## src/inc/kar_pkg.sv

```systemverilog
package kar_pkg;
  // Register offsets on the special function bus
  localparam logic [7:0] KAR_SDB_OFS = 8'h99;
  localparam logic [7:0] KAR_KPE_OFS = 8'hA1;
  localparam logic [7:0] KAR_AUX_OFS = 8'hA2;
  localparam logic [7:0] KAR_IEM_OFS = 8'hA8;
  localparam logic [7:0] KAR_SNA_OFS = 8'hA9;
  // Aux control field positions
  localparam int KAR_AUX_KBF = 7;
  localparam int KAR_AUX_BOD = 6;
  localparam int KAR_AUX_BOI = 5;
  localparam int KAR_AUX_LPB = 4;
  localparam int KAR_AUX_SRS = 3;
  localparam int KAR_AUX_ADC = 2;
  localparam int KAR_AUX_RSV = 1;
  localparam int KAR_AUX_DPS = 0;
  // Interrupt enable field positions
  localparam int KAR_IE_GLOBAL = 7;
  localparam int KAR_IE_ADC = 6;
  localparam int KAR_IE_BO = 5;
  localparam int KAR_IE_SER = 4;
  localparam int KAR_IE_T1 = 3;
  localparam int KAR_IE_X1 = 2;
  localparam int KAR_IE_T0 = 1;
  localparam int KAR_IE_X0 = 0;
  localparam int KAR_NSRC = 7;
  // Reset values
  localparam logic [7:0] KAR_RST8 = 8'h00;
  // Reserved bit mask for aux register writes
  localparam logic [7:0] KAR_AUX_WMASK = 8'h7D;
  // Low power sampling: on one slot out of this many
  localparam int KAR_LP_DIV = 16;
  localparam int KAR_LP_W = 4;
  localparam logic [3:0] KAR_LP_ON_SLOT = 4'h0;
endpackage
```

## src/hdl/kar_kbd_detect.sv

```systemverilog
`timescale 1ns/1ns
module kar_kbd_detect
  import kar_pkg::*;
#(
  parameter int W = 8
) (
  input wire logic sys_clk,
  input wire logic rstn,
  input wire logic [W-1:0] port_pins,
  input wire logic [W-1:0] pin_enable,
  output logic fall_event
);
  logic [W-1:0] prev_r;
  logic [W-1:0] prev_nxt;
  logic [W-1:0] fell;

  genvar i;
  generate
    for (i = 0; i < W; i++) begin : g_pin
      // Enabled pin going low
      assign fell[i] = pin_enable[i] & prev_r[i] & ~port_pins[i];
    end
  endgenerate

  always_comb begin
    prev_nxt = port_pins;
  end

  always_ff @(posedge sys_clk or negedge rstn) begin
    if (!rstn) begin
      prev_r <= '1;
    end else begin
      prev_r <= prev_nxt;
    end
  end

  assign fall_event = |fell;
endmodule

```

## src/hdl/kar_lp_sampler.sv

```systemverilog
`timescale 1ns/1ns
module kar_lp_sampler
  import kar_pkg::*;
(
  input wire logic sys_clk,
  input wire logic rstn,
  input wire logic rc_tick,
  input wire logic detector_on,
  input wire logic low_power,
  input wire logic power_down,
  output logic detector_power
);
  logic [KAR_LP_W-1:0] slot_r;
  logic [KAR_LP_W-1:0] slot_nxt;
  logic pwr_r;
  logic pwr_nxt;

  always_comb begin
    slot_nxt = slot_r;
    if (rc_tick) begin
      slot_nxt = slot_r + 1'b1;
    end
    pwr_nxt = 1'b0;
    if (detector_on) begin
      if (low_power && power_down) begin
        pwr_nxt = (slot_r == KAR_LP_ON_SLOT);
      end else begin
        pwr_nxt = 1'b1;
      end
    end
  end

  always_ff @(posedge sys_clk or negedge rstn) begin
    if (!rstn) begin
      slot_r <= '0;
      pwr_r <= 1'b0;
    end else begin
      slot_r <= slot_nxt;
      pwr_r <= pwr_nxt;
    end
  end

  assign detector_power = pwr_r;
endmodule

```

## src/hdl/kar_regs.sv

```systemverilog
`timescale 1ns/1ns
// Notes on behaviour
// - Serial buffer: one address, separate receive and transmit 8-bit registers.
// - Keyboard enable bit n lets port 0 pin n raise keyboard interrupt.
// - Keyboard flag bit 7 set when enabled pin falls, software clears.
// - Aux bit 6 zero keeps brownout detector running, one disables it.
// - Aux bit 5 chooses brownout chip reset or brownout interrupt.
// - Aux bit 4 powers detector one slot in sixteen during power-down.
// - Writing one to aux bit 3 resets the whole chip.
// - Aux bit 2 enables the converter circuit.
// - Aux bit 0 selects primary or second data pointer.
// - Interrupt enable bit 7 gates every interrupt source except the keyboard interrupt.
// - Interrupt enable bits 6..0 enable individual sources.
module kar_regs
  import kar_pkg::*;
#(
  parameter int PORT_W = 8
) (
  input wire logic sys_clk,
  input wire logic rstn,
  input wire logic [7:0] reg_addr,
  input wire logic [7:0] reg_wdata,
  input wire logic reg_wr,
  input wire logic reg_rd,
  output logic [7:0] reg_rdata,
  input wire logic [PORT_W-1:0] port0_pins,
  input wire logic rx_valid,
  input wire logic [7:0] rx_byte,
  output logic [7:0] tx_byte,
  output logic tx_start,
  output logic [7:0] serial_node_match_addr,
  input wire logic brownout_flag,
  input wire logic power_down,
  input wire logic rc_tick,
  output logic brownout_detector_power,
  output logic brownout_chip_reset,
  output logic chip_reset_req,
  output logic converter_power_on,
  output logic data_pointer_choice,
  input wire logic [KAR_NSRC-1:0] irq_sources,
  output logic [KAR_NSRC-1:0] irq_gated,
  output logic keyboard_irq
);
  logic [7:0] rx_r, rx_nxt;
  logic [7:0] tx_r, tx_nxt;
  logic txs_r, txs_nxt;
  logic [PORT_W-1:0] kpe_r, kpe_nxt;
  logic kbf_r, kbf_nxt;
  logic [7:0] aux_r, aux_nxt;
  logic [7:0] iem_r, iem_nxt;
  logic [7:0] sna_r, sna_nxt;
  logic software_chip_reinit_r, software_chip_reinit_nxt;
  logic [7:0] rd_r, rd_nxt;
  logic kbd_fall;
  logic bo_mode_irq;

  function automatic logic hit(input logic [7:0] a, input logic [7:0] ofs);
    return a == ofs;
  endfunction

  kar_kbd_detect #(
    .W(PORT_W)
  ) u_kbd (
    .sys_clk(sys_clk),
    .rstn(rstn),
    .port_pins(port0_pins),
    .pin_enable(kpe_r),
    .fall_event(kbd_fall)
  );

  kar_lp_sampler u_lp (
    .sys_clk(sys_clk),
    .rstn(rstn),
    .rc_tick(rc_tick),
    .detector_on(~aux_r[KAR_AUX_BOD]),
    .low_power(aux_r[KAR_AUX_LPB]),
    .power_down(power_down),
    .detector_power(brownout_detector_power)
  );

  always_comb begin
    rx_nxt = rx_r;
    tx_nxt = tx_r;
    txs_nxt = 1'b0;
    kpe_nxt = kpe_r;
    kbf_nxt = kbf_r;
    aux_nxt = aux_r;
    iem_nxt = iem_r;
    sna_nxt = sna_r;
    software_chip_reinit_nxt = 1'b0;
    rd_nxt = KAR_RST8;
    if (rx_valid) begin
      rx_nxt = rx_byte;
    end
    if (reg_wr) begin
      if (hit(reg_addr, KAR_SDB_OFS)) begin
        tx_nxt = reg_wdata;
        txs_nxt = 1'b1;
      end
      if (hit(reg_addr, KAR_KPE_OFS)) begin
        kpe_nxt = reg_wdata[PORT_W-1:0];
      end
      if (hit(reg_addr, KAR_AUX_OFS)) begin
        aux_nxt = reg_wdata & KAR_AUX_WMASK;
        kbf_nxt = reg_wdata[KAR_AUX_KBF];
        software_chip_reinit_nxt = reg_wdata[KAR_AUX_SRS];
      end
      if (hit(reg_addr, KAR_IEM_OFS)) begin
        iem_nxt = reg_wdata;
      end
      if (hit(reg_addr, KAR_SNA_OFS)) begin
        sna_nxt = reg_wdata;
      end
    end
    if (kbd_fall) begin
      kbf_nxt = 1'b1;
    end
    if (reg_rd) begin
      unique case (reg_addr)
        KAR_SDB_OFS: rd_nxt = rx_r;
        KAR_KPE_OFS: rd_nxt = 8'(kpe_r);
        KAR_AUX_OFS: begin
          rd_nxt = aux_r;
          rd_nxt[KAR_AUX_KBF] = kbf_r;
          rd_nxt[KAR_AUX_SRS] = 1'b0;
        end
        KAR_IEM_OFS: rd_nxt = iem_r;
        KAR_SNA_OFS: rd_nxt = sna_r;
        default: rd_nxt = KAR_RST8;
      endcase
    end
  end

  always_ff @(posedge sys_clk or negedge rstn) begin
    if (!rstn) begin
      rx_r <= KAR_RST8;
      tx_r <= KAR_RST8;
      txs_r <= 1'b0;
      kpe_r <= '0;
      kbf_r <= 1'b0;
      aux_r <= KAR_RST8;
      iem_r <= KAR_RST8;
      sna_r <= KAR_RST8;
      software_chip_reinit_r <= 1'b0;
      rd_r <= KAR_RST8;
    end else begin
      rx_r <= rx_nxt;
      tx_r <= tx_nxt;
      txs_r <= txs_nxt;
      kpe_r <= kpe_nxt;
      kbf_r <= kbf_nxt;
      aux_r <= aux_nxt;
      iem_r <= iem_nxt;
      sna_r <= sna_nxt;
      software_chip_reinit_r <= software_chip_reinit_nxt;
      rd_r <= rd_nxt;
    end
  end

  assign reg_rdata = rd_r;
  assign tx_byte = tx_r;
  assign tx_start = txs_r;
  assign serial_node_match_addr = sna_r;
  assign keyboard_irq = kbf_r;
  assign bo_mode_irq = aux_r[KAR_AUX_BOI];
  // detector must be on for a brownout to count
  assign brownout_chip_reset = brownout_flag & ~bo_mode_irq & ~aux_r[KAR_AUX_BOD];
  assign chip_reset_req = software_chip_reinit_r;
  assign converter_power_on = aux_r[KAR_AUX_ADC];
  assign data_pointer_choice = aux_r[KAR_AUX_DPS];

  genvar s;
  generate
    for (s = 0; s < KAR_NSRC; s++) begin : g_irq
      if (s == KAR_IE_BO) begin : g_bo
        assign irq_gated[s] = iem_r[KAR_IE_GLOBAL] & iem_r[s] & irq_sources[s] & bo_mode_irq;
      end else begin : g_other
        assign irq_gated[s] = iem_r[KAR_IE_GLOBAL] & iem_r[s] & irq_sources[s];
      end
    end
  endgenerate
endmodule

```

## config.mk

```make
export PLATFORM = sky130hd
export DESIGN_NAME = kar_regs
export DESIGN_NICKNAME = d
export VERILOG_FILES = /design/src/inc/kar_pkg.sv /design/src/hdl/kar_kbd_detect.sv /design/src/hdl/kar_lp_sampler.sv /design/src/hdl/kar_regs.sv
export SDC_FILE = /design/constraint.sdc
export NUM_CORES = 1
export LEC_CHECK = 0
export ABC_AREA = 1
export ABC_CLOCK_PERIOD_IN_PS = 1200
export BUFFER_PORTS_ARGS = -buffer_cell sky130_fd_sc_hd__buf_2
export CAP_MARGIN = 30
export CORE_ASPECT_RATIO = 0.9
export CORE_MARGIN = 2
export CORE_UTILIZATION = 51
export CTS_CLUSTER_DIAMETER = 100
export CTS_CLUSTER_SIZE = 20
export DETAILED_ROUTE_END_ITERATION = 16
export PLACE_DENSITY = 0.78
export SYNTH_ARGS = -nofsm -noshare
export SYNTH_HDL_FRONTEND = slang
export SYNTH_SLANG_ARGS = --single-unit
```

## constraint.sdc

```tcl
create_clock -name sys_clk -period 1.2 [get_ports sys_clk]
set_clock_uncertainty 0.1 [all_clocks]
set_input_delay 0.18 -clock sys_clk [delete_from_list [all_inputs] [get_ports sys_clk]]
set_output_delay 0.18 -clock sys_clk [all_outputs]
set_load 0.02 [all_outputs]
```

### After elaboration in Yosys (flattened, before gate mapping)

Index checks and enable logic that the tools add are counted.

| storage, ports and cells | value |
|---|---|
| register bits | 70 |
| latch bits | 0 |
| bits in writable memories | 0 |
| memory bits (read-only) | 0 |
| output and inout bits | 38 |
| memories | 0 |

| operators by class | value |
|---|---|
| add/sub/neg operators | 1 |
| $mul | 0 |
| div/mod/pow operators | 0 |
| $lt $le $gt $ge | 0 |
| eq/ne operators | 5 |
| shift operators | 0 |
| mux-type cells | 11 |
| bitwise operators | 43 |
| reductions and logical operators | 11 |

Operators by type and width:

| operator | count |
|---|---|
| $eq 8x8->1 const B | 5 |
| $pmux 8 s5 | 1 |
| $and 1x1->1 | 33 |
| $reduce_and 2->1 | 6 |
| $not 1->1 | 10 |
| $mux 1 | 9 |
| $mux 8 | 1 |
| $reduce_or 8->1 | 1 |
| $add 4x1->4 const B | 1 |
| $logic_not 4->1 | 1 |
| $reduce_bool 2->1 | 2 |
| $logic_and 1x1->1 | 1 |

### Logic depth before layout (Yosys ltp)

| logic depth | value |
|---|---|
| word-level depth | 5 |
| gate-level depth with buffers | 8 |
| depth with buffers taken out | 8 |

### Hierarchy

Synthesis repeated with hierarchy kept, for this count alone.

| unflattened totals | value |
|---|---|
| cells, all modules | 363 |
| area total of the unflattened synthesis | 3191.8 sq um |

Modules (own cells, without submodules):

| module | instances | cells an instance | area each (sq um) | sequential area each (sq um) |
|---|---|---|---|---|
| kar_regs | 1 | 305 | 2628.8 | 1401.3 |
| kar_kbd_detect | 1 | 30 | 320.3 | 210.2 |
| kar_lp_sampler | 1 | 28 | 242.7 | 125.1 |

### Worst setup path after synthesis

Ideal clock, no wire load.

| path | value |
|---|---|
| path kind | input to register |
| start point | input reg_addr[6] |
| end point | register kbf_r, in the netlist keyboard_irq |
| setup time | 0.125 ns |
| arrival | 0.957 ns |
| setup slack | 0.018 ns |
| stages | 8 |
| buffers on the path | 0 |
| path through | inv_2 > nand2_2 > nor2_8 > nand2_1 > nor2_4 > inv_2 > nand2_1 > nand3_1 |

| on the way | value |
|---|---|
| cells in the longest elaborated chain, start to end | 3 |

RTL lines:

| what | line | RTL |
|---|---|---|
| start: declaration | kar_regs.sv:21 | `input wire logic [7:0] reg_addr,` |
| $eq 8x8->1 | kar_regs.sv:58 | `return a == ofs;` |
| $reduce_bool 2->1 (no line) | -- |  |
| $reduce_and 2->1 (no line) | -- |  |
| end signal: assignment | kar_regs.sv:151 | `kbf_r <= kbf_nxt;` |
| end: declaration | kar_regs.sv:48 | `logic kbf_r, kbf_nxt;` |

No other way between the ends.
A chain may end at the register's enable or synchronous reset.

### Final worst setup path

| path | value |
|---|---|
| start point | register aux_r[5] |
| end point | output brownout_chip_reset |

| on the way | value |
|---|---|
| cells in the longest elaborated chain, start to end | 3 |

RTL lines:

| what | line | RTL |
|---|---|---|
| start: declaration | kar_regs.sv:49 | `logic [7:0] aux_r, aux_nxt;` |
| start signal: assignment | kar_regs.sv:152 | `aux_r <= aux_nxt;` |
| $not 1->1 | kar_regs.sv:167 | `assign brownout_chip_reset = brownout_flag & ~bo_mode_irq & ~aux_r[KAR_AUX_BOD];` |
| $and 1x1->1 (2 in series) | kar_regs.sv:167 |  |
| end: declaration | kar_regs.sv:36 | `output logic brownout_chip_reset,` |

No other way between the ends.

==> impl_metrics.csv <==
group,metric,value,unit
final_layout,multi_input_area,1280,sq um
sta,setup_ws,-179,ps
floorplanning,ios,85,
grt,grt_max_degree,70,
logic_synthesis,seq_area_frac_synth,55.0,%
final_layout,syn2layout_area_growth,39.4,%
final_layout,drive_above_1_share,37.4,%
grt,grt_pass1_wl,13.6,mm
final_layout,antenna_cells,0,
final_layout,fin_area,4400,sq um
logic_synthesis,yosysUniqueCellTypes,26,
status,violations,"negative setup slack",
floorplanning,start_util,52.2,%
setup_path,critical_path.startpoint,"aux_r[5]$_DFFE_PN0P_",
routing,vias,3072,
logic_synthesis,synth_top_area_share,48.4,%
routing,wl_per_cell,15.4,um
logic_synthesis,synthTopCellsByArea,"dfrtp_1, nand2_1, dfstp_2",
final_layout,seq_area,1740,sq um
placed_design,place_congestion,0.902,
grt,antenna_found_initial,0,
setup_path,r2r_end,"reg_rdata[7]$_DFF_PN0_",
sta,hold_viol_final,0,
logic_synthesis,yosys.area.top_type,"dfrtp_1",
sta,holdWs,33.2,ps
setup_path,path_max_fanout,3,
logic_synthesis,synth_nets,394,
floorplanning,die-height,78.6,um
routing,drt_first_pass_iters,5,
clocking,cts-buffers-inserted,9,
sta,setup_viol,9,
placed_design,hpwl,5.79,mm
power,finalPower,5.25,mW
setup_path,setup.worst_path.end_class,"output pin",
grt,grt-ovfl-total,0,
clocking,cts_tree,"yes",
setup_path,worst-setup-path-type,"reg -> out",
setup_path,startpoint_type,"register",
sta,worst_pin_slew,361,ps
sta,slew_headroom,75.9,%
clocking,clk_latency,340,ps
floorplanning,die_w,86.9,um
run,max-cap-violations,0,
sta,fin_crit,1380,ps
setup_path,rr_startpoint,"serial_node_match_addr[7]$_DFFE_PN0P_",
final_layout,fillers,434,
setup_path,worstSetupEndpoint,"brownout_chip_reset",
setup_path,critPathArrivalTime,1100,ps
logic_synthesis,synth_seq_cells,69,
placed_design,placed_cells,517,
logic_synthesis,synth_edf_count,0,
logic_synthesis,ys_warn_count,0,
logic_synthesis,synth_commonest_cells,"nand2_1, dfrtp_1, nand3_1, nor2_1, o21ai_0",
setup_path,crit_required,920,ps
placed_design,postPlaceCellArea,3800,sq um
final_layout,fin_util,72.8,%
logic_synthesis,yosysMostFrequentCell,"nand2_1",
sta,fmaxAchievable,0.725,GHz
final_layout,final_nets,544,
clocking,clock_path_buffers,2,
clocking,cts.sink_count,69,
routing,wl,8.80,mm
logic_synthesis,ys_async_sr_fraction,100,%
clocking,clk_pin_slew,70,ps
floorplanning,dieArea,6840,sq um
setup_path,reg2reg_depth,5,
power,vdd_drop_max,0.000896,V
grt,grt_pass1_vias,2871,
logic_synthesis,avgSynthCellArea,9.15,sq um
status,run_status,"finished, violations left",
power,power.density,1190,nW/um^2
grt,grt_use_total,26.3,%
sta,rsz0062_at_grt,"yes",
power,power.leakage,2.41,nW
floorplanning,num_rows,27,
final_layout,final_cells,572,
routing,drc,0,
routing,ant_nets,0,
placed_design,io_buffers,84,
routing,first_iter_violations,248,
logic_synthesis,synth_area,3160,sq um
setup_path,r2r_setup_slack,20,ps
logic_synthesis,synth_ff_type,"dfrtp_1",
sta,min_period_over_period,115,%
clocking,htree_levels,3,
sta,drv_slew,0,
routing,viasPerCell,5.37,
floorplanning,design.core.area,6050,sq um
min_path,hold_class,"in -> reg",
logic_synthesis,synth_cells,345,
clocking,clockRootBuffer,"clkbuf_8",
-- report_power, final --
group | total [mW] | switching [mW] | internal [mW]
Clock | 1.65 | 0.853 | 0.801
Sequential | 2.67 | 0.140 | 2.53
Combinational | 0.932 | 0.507 | 0.425
Total | 5.25 | 1.50 | 3.75
-- layout make-up --
type / instances / share of cell area (%)
Clock inverter: 4 / 0.540
Tap cell: 72 / 2.05
Sequential cell: 69 / 39.5
Inverter: 26 / 2.22
Multi-Input combinational cell: 243 / 29.2
Timing Repair Buffer: 146 / 23.3
Clock buffer: 12 / 3.30
-- worst max-delay path, stage by stage, from the launching register on --
cell	delay (ps)
dfrtp_1	400
inv_2	80
nand2_1	50
nor2_1	80
buf_4	150
-- worst min path at each step --
stage / endpoint / startpoint / cells past startpoint / slack (ps)
final: kpe_r[3]$_DFFE_PN0P_ / reg_wdata[3] / 3 / 30
after detailed placement: tx_byte[1]$_DFFE_PN0P_ / rstn / 2 / 130
after CTS: kpe_r[3]$_DFFE_PN0P_ / reg_wdata[3] / 3 / 10
after global routing: serial_node_match_addr[7]$_DFFE_PN0P_ / reg_wdata[7] / 3 / 40
after global placement: kpe_r[7]$_DFFE_PN0P_ / rstn / 2 / 130
after floorplan: aux_r[0]$_DFFE_PN0P_ / rstn / 0 / -220
-- cell usage in the layout, fill, tap and decap left out, drive strengths merged --
cell type	Yosys	final
buf	5	127
dfrtp	61	61
o21bai	1	1
nand3	41	41
nand2	94	94
o21a	2	2
nand3b	3	3
dlygate4sd3	0	19
a31oi	1	1
clkbuf	3	12
mux2	8	8
clkinv	0	4
dfstp	8	8
xnor2	1	1
inv	26	26
a21oi	2	2
nor2	45	46
ha	2	2
nand4	2	2
xor2	2	2
o21ai	38	38
-- per-stage QoR --
stage | TNS (ps) | worst slack [ps]
floorplan | 0 | 17.8
global placement | -5290 | -235
detailed placement | -6350 | -256
CTS | -1150 | -179
global route | -1560 | -243
finish | -1160 | -179
-- cells by family after synthesis --
family	synth area share (%)
compound gates	7.25
xor+xnor	0.832
fa+ha+maj	0.793
buf+inv	4.87
flops	55.0
mux	2.85
simple gates	28.4
-- registers in the layout, summed over array words and instances (netlist names), 4 cells and up --
register and cells:
kpe_r 8, serial_node_match_addr 8, reg_rdata 8, aux_r 5, rx_r 8, u_kbd.prev_r 8, tx_byte 8, iem_r 8
u_lp.slot_r 4
-- timing repair --
item / in CTS / in global routing
resized for setup: 14 / 16
setup buffers: 12 / 9
endpoints found under the hold margin: 80 / 0
pin swaps: 5 / 9
hold buffers: 19 / 0
gates cloned: 0 / 1
endpoints found under the setup margin: 18 / 19
-- routing by layer --
layer,up-vias,track usage (%),part of all wire (%)
met3,38,4.42,7.9
met5,-,0,0
met4,0,14.4,3.8
met2,168,41.1,48
li1,1422,-,-
met1,1444,34.9,40
(Power assumes the default switching activity.)
